$ cat config.mk
export PLATFORM = sky130hd
export DESIGN_NAME = rtcalm_top
export DESIGN_NICKNAME = d
export VERILOG_FILES = /design/src/rtl/rtcalm_pkg.sv /design/src/rtl/rtcalm_top.sv
export VERILOG_INCLUDE_DIRS = /design/src /design/src/rtl
export SDC_FILE = /design/constraint.sdc
export NUM_CORES = 1
export LEC_CHECK = 0
export BUFFER_PORTS_ARGS = -buffer_cell sky130_fd_sc_hd__buf_2
export CAP_MARGIN = 10
export CORE_AREA = 3 3 142 144
export CTS_CLUSTER_DIAMETER = 30
export DETAILED_ROUTE_END_ITERATION = 8
export DIE_AREA = 0 0 145 147
export PLACE_DENSITY = 0.61
export SYNTH_ARGS = -nofsm -noshare
export SYNTH_HDL_FRONTEND = slang
export SYNTH_SLANG_ARGS = --single-unit
$ cat constraint.sdc
create_clock -name clk_in -period 3.1 [get_ports clk_in]
set_input_delay 0.31 -clock clk_in [delete_from_list [all_inputs] [get_ports clk_in]]
set_output_delay 0.31 -clock clk_in [all_outputs]
set_load 0.02 [all_outputs]
$ cat src/rtl/rtcalm_regs.svh
`ifndef RTCALM_REGS_SVH
`define RTCALM_REGS_SVH
// ----------------------------------------------------------------
// register byte addresses
// ----------------------------------------------------------------
`define RTCALM_A_WDHR   8'h00
`define RTCALM_A_MINSEC 8'h04
`define RTCALM_A_CFG    8'h08
`define RTCALM_A_CAL    8'h0c
`define RTCALM_A_WIN    8'h10
`define RTCALM_A_STAT   8'h14
// ----------------------------------------------------------------
// field positions
// ----------------------------------------------------------------
`define RTCALM_ENA_BIT  15
`define RTCALM_CHM_BIT  14
`define RTCALM_MSK_HI   13
`define RTCALM_MSK_LO   10
`define RTCALM_PTR_HI   9
`define RTCALM_PTR_LO   8
`define RTCALM_WDHR_MSK 16'h073f
`define RTCALM_MS_MSK   16'h7f7f
`define RTCALM_MD_MSK   16'h1f3f
`define RTCALM_CFG_MSK  16'hffff
`define RTCALM_PTR_MAX  2'h2
`define RTCALM_CAL_MUL  3'h2
`define RTCALM_FEB29    13'h0229
`endif

$ cat src/rtl/rtcalm_pkg.sv
package rtcalm_pkg;
  // mask codes
  typedef enum logic [3:0] {
    RTCALM_HALF = 4'h0, RTCALM_SEC = 4'h1, RTCALM_TENS = 4'h2, RTCALM_MIN = 4'h3,
    RTCALM_TENM = 4'h4, RTCALM_HOUR = 4'h5, RTCALM_DAY = 4'h6, RTCALM_WEEK = 4'h7,
    RTCALM_MON = 4'h8, RTCALM_YEAR = 4'h9
  } rtcalm_mask_t;
  // running time from the calendar counters
  typedef struct packed {
    logic        leap;
    logic [12:0] mthdy;
    logic [10:0] wdhr;
    logic [14:0] minsec;
  } rtcalm_time_t;
endpackage : rtcalm_pkg

$ cat src/rtl/rtcalm_top.sv
`timescale 1ns/10ps
`include "rtcalm_regs.svh"
module rtcalm_top (
  // clock, reset, enable
  input  wire logic                 clk_in,
  input  wire logic                 rst_b_in,
  input  wire logic                 ce_in,
  // time base (same clock)
  input  wire logic                 half_tick_in,
  input  wire logic                 minute_tick_in,
  input  wire rtcalm_pkg::rtcalm_time_t now_in,
  // axi4-lite write
  input  wire logic [7:0]           awaddr_in,
  input  wire logic                 awvalid_in,
  output logic                      awready_out,
  input  wire logic [31:0]          wdata_in,
  input  wire logic [3:0]           wstrb_in,
  input  wire logic                 wvalid_in,
  output logic                      wready_out,
  output logic [1:0]                bresp_out,
  output logic                      bvalid_out,
  input  wire logic                 bready_in,
  // axi4-lite read
  input  wire logic [7:0]           araddr_in,
  input  wire logic                 arvalid_in,
  output logic                      arready_out,
  output logic [31:0]               rdata_out,
  output logic [1:0]                rresp_out,
  output logic                      rvalid_out,
  input  wire logic                 rready_in,
  // alarm and correction outputs
  output logic                      alarm_irq_out,
  output logic                      alarm_pulse_out,
  output logic                      cal_strobe_out,
  output logic signed [9:0]         cal_pulses_out
);
  // ----------------------------------------------------------------
  // registers
  // ----------------------------------------------------------------
  logic [15:0] wdhr_q, minsec_q, mthdy_q, cfg_q, cal_q;
  logic        aw_q, w_q;
  logic [7:0]  awa_q;
  logic [31:0] wd_q;
  logic [3:0]  ws_q;
  logic        wr_go;
  logic        fire;
  logic        match;
  logic [15:0] wv;

  // write-enable lives in the calibration register, bit 15
  wire wren = cal_q[15];

  // merge byte enables into a 16-bit register image
  function automatic logic [15:0] merge(input logic [15:0] old, input logic [31:0] d,
                                        input logic [3:0] s);
    merge = {s[1] ? d[15:8] : old[15:8], s[0] ? d[7:0] : old[7:0]};
  endfunction : merge

  // ----------------------------------------------------------------
  // axi4-lite write channel; address and data taken in either order
  // ----------------------------------------------------------------
  assign awready_out = ce_in && !aw_q && !bvalid_out;
  assign wready_out  = ce_in && !w_q && !bvalid_out;
  assign wr_go       = aw_q && w_q && !bvalid_out;
  assign wv          = wd_q[15:0];

  always_ff @(posedge clk_in or negedge rst_b_in) begin
    if (!rst_b_in) begin
      aw_q <= 1'b0; w_q <= 1'b0; awa_q <= 8'h00; wd_q <= 32'h0; ws_q <= 4'h0;
      bvalid_out <= 1'b0; bresp_out <= 2'h0;
    end else if (ce_in) begin
      if (awvalid_in && awready_out) begin
        aw_q <= 1'b1; awa_q <= awaddr_in;
      end
      if (wvalid_in && wready_out) begin
        w_q <= 1'b1; wd_q <= wdata_in; ws_q <= wstrb_in;
      end
      if (wr_go) begin
        aw_q <= 1'b0; w_q <= 1'b0; bvalid_out <= 1'b1;
        // addresses above the status register answer slverr
        bresp_out <= (awa_q > `RTCALM_A_STAT) ? 2'h2 : 2'h0;
      end else if (bvalid_out && bready_in) begin
        bvalid_out <= 1'b0;
      end
    end
  end

  // ----------------------------------------------------------------
  // compare value registers
  // ----------------------------------------------------------------
  // window access reaches pairs by pointer; pointer steps on upper byte
  logic [1:0] ptr;
  assign ptr = cfg_q[`RTCALM_PTR_HI:`RTCALM_PTR_LO];
  wire win_wr = wr_go && awa_q == `RTCALM_A_WIN;

  always_ff @(posedge clk_in or negedge rst_b_in) begin
    if (!rst_b_in) begin
      wdhr_q <= 16'h0; minsec_q <= 16'h0; mthdy_q <= 16'h0;
    end else if (ce_in && wr_go) begin
      if ((awa_q == `RTCALM_A_WDHR || (win_wr && ptr == 2'h1)) && wren)
        wdhr_q <= merge(wdhr_q, wd_q, ws_q) & `RTCALM_WDHR_MSK;
      if (awa_q == `RTCALM_A_MINSEC || (win_wr && ptr == 2'h0))
        minsec_q <= merge(minsec_q, wd_q, ws_q) & `RTCALM_MS_MSK;
      if (win_wr && ptr == `RTCALM_PTR_MAX && wren)
        mthdy_q <= merge(mthdy_q, wd_q, ws_q) & `RTCALM_MD_MSK;
    end
  end

  // ----------------------------------------------------------------
  // alarm match
  // ----------------------------------------------------------------
  always_comb begin
    logic s1, s10, m1, m10, h, wd, md;
    s1  = now_in.minsec[3:0] == minsec_q[3:0];
    s10 = now_in.minsec[6:4] == minsec_q[6:4];
    m1  = now_in.minsec[11:8] == minsec_q[11:8];
    m10 = now_in.minsec[14:12] == minsec_q[14:12];
    h   = now_in.wdhr[5:0] == wdhr_q[5:0];
    wd  = now_in.wdhr[10:8] == wdhr_q[10:8];
    md  = now_in.mthdy == mthdy_q[12:0];
    // a finer digit other than the weekday is always part of a coarser compare
    unique case (cfg_q[`RTCALM_MSK_HI:`RTCALM_MSK_LO])
      4'h0:    match = 1'b1;
      4'h1:    match = 1'b1;
      4'h2:    match = s1;
      4'h3:    match = s1 && s10;
      4'h4:    match = s1 && s10 && m1;
      4'h5:    match = s1 && s10 && m1 && m10;
      4'h6:    match = s1 && s10 && m1 && m10 && h;
      4'h7:    match = s1 && s10 && m1 && m10 && h && wd;
      4'h8:    match = s1 && s10 && m1 && m10 && h && now_in.mthdy[5:0] == mthdy_q[5:0];
      4'h9:    match = s1 && s10 && m1 && m10 && h && md &&
                       (mthdy_q[12:0] != `RTCALM_FEB29 || now_in.leap);
      default: match = 1'b0;  // reserved codes never fire
    endcase
  end

  // half-second tick toggles a phase so mask 0001 fires on whole seconds
  logic phase_q;
  always_ff @(posedge clk_in or negedge rst_b_in) begin
    if (!rst_b_in) phase_q <= 1'b0;
    else if (ce_in && half_tick_in) phase_q <= !phase_q;
  end

  wire second_ok = cfg_q[`RTCALM_MSK_HI:`RTCALM_MSK_LO] == 4'h0 || phase_q;
  assign fire = half_tick_in && cfg_q[`RTCALM_ENA_BIT] && match && second_ok;

  // ----------------------------------------------------------------
  // configuration, repeat count and enable
  // ----------------------------------------------------------------
  always_ff @(posedge clk_in or negedge rst_b_in) begin
    if (!rst_b_in) begin
      cfg_q <= 16'h0;
    end else if (ce_in) begin
      if (wr_go && awa_q == `RTCALM_A_CFG)
        cfg_q <= merge(cfg_q, wd_q, ws_q) & `RTCALM_CFG_MSK;
      else if (win_wr && ws_q[1] && ptr != 2'h0)
        cfg_q[`RTCALM_PTR_HI:`RTCALM_PTR_LO] <= ptr - 2'h1;
      // the alarm wins over a concurrent software write
      if (fire) begin
        if (cfg_q[7:0] != 8'h00 || cfg_q[`RTCALM_CHM_BIT])
          cfg_q[7:0] <= cfg_q[7:0] - 8'h01;
        else
          cfg_q[`RTCALM_ENA_BIT] <= 1'b0;
      end
    end
  end

  // ----------------------------------------------------------------
  // calibration register and alarm outputs
  // ----------------------------------------------------------------
  always_ff @(posedge clk_in or negedge rst_b_in) begin
    if (!rst_b_in) begin
      cal_q <= 16'h0; cal_strobe_out <= 1'b0; cal_pulses_out <= 10'sh0;
      alarm_irq_out <= 1'b0; alarm_pulse_out <= 1'b0;
    end else if (ce_in) begin
      if (wr_go && awa_q == `RTCALM_A_CAL)
        cal_q <= merge(cal_q, wd_q, ws_q);
      // signed step, four pulses each, once a minute
      cal_strobe_out <= minute_tick_in;
      if (minute_tick_in)
        cal_pulses_out <= $signed({cal_q[7], cal_q[7:0], 1'b0}) <<< 1;
      alarm_irq_out <= fire;
      if (fire) alarm_pulse_out <= !alarm_pulse_out;
    end
  end

  // ----------------------------------------------------------------
  // axi4-lite read channel
  // ----------------------------------------------------------------
  assign arready_out = ce_in && !rvalid_out;
  always_ff @(posedge clk_in or negedge rst_b_in) begin
    if (!rst_b_in) begin
      rvalid_out <= 1'b0; rdata_out <= 32'h0; rresp_out <= 2'h0;
    end else if (ce_in) begin
      if (arvalid_in && arready_out) begin
        rvalid_out <= 1'b1; rresp_out <= 2'h0;
        unique case (araddr_in)
          `RTCALM_A_WDHR:   rdata_out <= {16'h0, wdhr_q};
          `RTCALM_A_MINSEC: rdata_out <= {16'h0, minsec_q};
          `RTCALM_A_CFG:    rdata_out <= {16'h0, cfg_q};
          `RTCALM_A_CAL:    rdata_out <= {16'h0, cal_q};
          `RTCALM_A_WIN:    rdata_out <= {16'h0, ptr == 2'h0 ? minsec_q :
                                          ptr == 2'h1 ? wdhr_q : ptr == 2'h2 ? mthdy_q : 16'h0};
          `RTCALM_A_STAT:   rdata_out <= {30'h0, alarm_pulse_out, phase_q};
          default: begin
            rdata_out <= 32'h0; rresp_out <= 2'h2;
          end
        endcase
      end else if (rvalid_out && rready_in) begin
        rvalid_out <= 1'b0;
      end
    end
  end

  // ----------------------------------------------------------------
  // checks
  // ----------------------------------------------------------------
  a_irq_follows: assert property (@(posedge clk_in) disable iff (!rst_b_in)
    ce_in && fire |=> alarm_irq_out) else $error("irq missed alarm");
  a_pulse_toggle: assert property (@(posedge clk_in) disable iff (!rst_b_in)
    ce_in && fire |=> alarm_pulse_out != $past(alarm_pulse_out)) else $error("pulse stuck");
  a_last_disable: assert property (@(posedge clk_in) disable iff (!rst_b_in)
    ce_in && fire && cfg_q[7:0] == 8'h0 && !cfg_q[14] |=> !cfg_q[15]) else $error("not off");
  a_chime_wrap: assert property (@(posedge clk_in) disable iff (!rst_b_in)
    ce_in && fire && cfg_q[7:0] == 8'h0 && cfg_q[14] |=> cfg_q[7:0] == 8'hff && cfg_q[15])
    else $error("chime did not wrap");
  a_count_dec: assert property (@(posedge clk_in) disable iff (!rst_b_in)
    ce_in && fire && cfg_q[7:0] != 8'h0 |=> cfg_q[7:0] == $past(cfg_q[7:0]) - 8'h1)
    else $error("count not decremented");
  a_wren_block: assert property (@(posedge clk_in) disable iff (!rst_b_in)
    !wren |=> $stable(wdhr_q)) else $error("weekday write without enable");
  a_wdhr_zero: assert property (@(posedge clk_in) disable iff (!rst_b_in)
    wdhr_q[15:11] == 5'h0 && wdhr_q[7:6] == 2'h0) else $error("wdhr reserved bits");
  a_minsec_zero: assert property (@(posedge clk_in) disable iff (!rst_b_in)
    !minsec_q[15] && !minsec_q[7]) else $error("minsec reserved bits");
  a_fire_tick: assert property (@(posedge clk_in) disable iff (!rst_b_in)
    fire |-> half_tick_in && cfg_q[15]) else $error("alarm off tick");
  a_cal_scale: assert property (@(posedge clk_in) disable iff (!rst_b_in)
    ce_in && minute_tick_in |=> cal_pulses_out == 10'($signed($past(cal_q[7:0])) * 4))
    else $error("calibration scale");
endmodule : rtcalm_top

==> flow_summary_export.csv <==
group,metric,value,unit
run_status,outcome,"complete, no violations",
die,fp-row-count,50,
detailed_routing,firstDrtPassIters,5,
die,core-area,18800,um2
timing,slew_violations,0,
critical_path,crit_arrival,3140,ps
timing,min_period,2800,ps
layout,final_cell_mix,"126 x dfrtp_1, 113 x buf_2, 99 x mux2_2, 62 x nand2_1, 34 x o21ai_0",
global_route,overflow,0,
clock_tree,cts_resized,0,
layout,nNetsFinal,826,
critical_path,cp.required,3430,ps
layout,syn_to_final_growth,22.4,%
global_route,track_usage,0.175,
detailed_routing,routedLengthMet1,8320,um
timing,fin_skew,15.3,ps
pwr,peakVddDrop,0.406,mV
detailed_routing,drcViolationCount,0,
place,dp_cells,960,
global_route,grt_pass1_wl,29100,um
place,dp_hpwl,13600,um
global_route,grt_start_max_net_pins,62,
timing,finalHoldViolations,0,
synth,synth-compound-area-share,0.125,
timing,rsz0062_at_grt,"no",
clock_tree,clk_pin_slew,60,ps
pwr,powerDensity,664,nW/um2
clock_tree,numCtsBuffers,17,
pwr,total_power,0.00539,W
critical_path,rrSetupSlack,300,ps
place,place_congestion,0.868,
global_route,grt_pass1_vias,5153,
detailed_routing,vias,5128,
global_route,antenna_found_initial,1,
synth,synthXorXnorAreaFrac,0.0475,
clock_tree,cts_tree,"done",
place,dpl_cell_area,7490,um2
detailed_routing,top_layer,"met5",
hold_path,hp-class,"in2reg",
clock_tree,clockBufferDepth,2,
layout,fin_cells,993,
hold_path,whs_path_depth,2,
detailed_routing,vias_per_cell,5.16,
synth,synth-edff-count,0,
synth,synthAdderAreaFrac,0.00754,
timing,worst_pin_slew,794,ps
clock_tree,root_buffer,"clkbuf_16",
synth,synth_top_family_by_area,"multiplexers",
hold_path,min_from,"wdata_in[6]",
job,maxCapViolations,0,
die,dieArea,21300,um2
detailed_routing,drt-total-wl,18200,um
synth,ys_warn_count,0,
synth,syn_area,6640,um2
timing,fmax,357,MHz
synth,synth_area_per_cell,11.2,um2
synth,ys_ff_latch,126,
critical_path,cp-start-kind,"register",
clock_tree,cts_post_setup_buffers_inserted,0,
detailed_routing,routedWlPerCell,18.3,um
layout,drive_gt1_frac,0.382,
synth,syn_inst,595,
synth,ys_seq_area_frac,0.475,
critical_path,r2r-start,"cfg_q[0]",
die,initial_core_util,0.352,
pwr,leakagePower,3.74,nW
synth,synth-main-ff-cell,"dfrtp_1",
timing,setup_viol,0,
synth,async_flop_share,1.00,
timing,fin_setup_tns,0,ps
critical_path,cp-end-kind,"register",
synth,yosys.area.top_type,"dfrtp_1",
clock_tree,cts_max_level,4,
critical_path,critPathMaxFanout,6,
die,ios,156,
layout,finalInstanceArea,8120,um2
layout,layout_commonest_cell,"dfrtp_1",
detailed_routing,routed-wl-met3,1080,um
detailed_routing,ant_nets,0,
clock_tree,clock_latency,430,ps
critical_path,regToRegEndpoint,"cfg_q[1]",
detailed_routing,met2_length,8400,um
timing,relSlewSlack,0.469,
synth,yosys.area_share.simple,0.119,
timing,finalCritPeriodShare,0.904,
die,die_y,147,um
detailed_routing,drtIter0Drc,484,
synth,synthTopCellsByArea,"dfrtp_1 48%, mux2_2 17%, nand2_1 3.5%, xnor2_1 3.0%, o21ai_0 2.6%",
critical_path,r2r_cells,8,
synth,muxShareOfSynthArea,0.181,
synth,synth_top_area_frac,0.475,
clock_tree,cts.sinks,126,
critical_path,crit_type,"reg2reg",
layout,diodes,0,
hold_path,holdPathEnd,"wd_q[6]",
synth,synth.distinct_cells,69,
place,io_buffers,114,
die,die_w,145,um
[state kept, by name, summed over array words and instances, names as in the netlist, 2 cells and up]
name and cells:
cal_pulses_out 8, minsec_q 14, cfg_q 16, mthdy_q 11, wdhr_q 9, awa_q 8, cal_q 16, rdata_out 16
wd_q 16, ws_q 2
[layer usage]
layer  global-route usage  vias to the layer above
li1                     -                     2385
met1                0.240                     2528
met2                0.272                      184
met3               0.0429                       29
met4               0.0618                        2
met5                    0                        -
[cell type report]
cell class                 instances  area [um2]
fill                            1822       10700
multi-input combinational        430        3260
sequential                       126        3150
timing repair buffer             129         701
clock buffer                      23         488
tap                              260         325
clock inverter                     9         133
inverter                          16        60.1
[critical path: stages, from the launching register on]
cell and delay [ps]:
dfrtp_1 370, inv_1 120, ha_1 200, or3b_4 400, or3_4 350, nor3_1 470, o22a_2 310, mux2_1 340
a22oi_1 140
[power breakdown]
| group | internal [W] | switching [W] |
|---|---|---|
| clock network | 0.00135 | 0.000731 |
| logic | 0.000462 | 0.000488 |
| registers | 0.00195 | 0.000413 |
[synthesized netlist by cell type (all sizes together) (3+ instances only)]
cell,count
a21boi,3
a21oi,15
a222oi,8
a22o,3
a22oi,17
and2,4
buf,22
clkbuf,20
dfrtp,126
ha,4
inv,16
mux2,102
mux2i,5
nand2,62
nand2b,3
nand3,10
nand4,8
nor2,21
nor2b,5
nor3,9
nor4,5
nor4b,5
o21ai,35
o221ai,4
or2,4
or3,4
xnor2,23
xor2,13
[repair_timing]
| action | CTS | global route |
|---|---|---|
| hold endpoints to repair | 44 | 0 |
| hold buffers | 1 | 0 |
| endpoints found under the setup margin | 0 | 0 |
[through the flow]
stage / setup slack, ps / hold slack [ps] / utilization
2_1_floorplan: 514 / 14.4 / -
3_3_place_gp: 368 / 369 / 0.398
3_5_place_dp: 322 / 371 / 0.398
4_1_cts: 306 / 96.3 / 0.431
5_1_grt: 76.4 / 101 / 0.431
6_report: 297 / 112 / 0.431
[how the worst max path moves through the flow]
stage / slack, ps / startpoint / to
finish: 300 / cfg_q[0] / cfg_q[1]
global route: 80 / cfg_q[0] / cfg_q[1]
CTS: 310 / cfg_q[0] / cfg_q[1]
detailed placement: 320 / cfg_q[0] / cfg_q[1]
global placement: 370 / cfg_q[0] / cfg_q[1]
floorplan: 510 / cfg_q[0] / cfg_q[1]
[logic make-up (layout without fill, tap and decap cells)]
| family | count (synthesis) | in the layout |
|---|---|---|
| xor+xnor | 36 | 36 |
| simple gates | 149 | 149 |
| flops | 126 | 126 |
| buf+inv | 58 | 177 |
| other cells | 1 | 20 |
| compound gates | 114 | 114 |
| mux | 107 | 107 |
| fa+ha+maj | 4 | 4 |
Note: power is estimated with default switching activity, not from simulation.
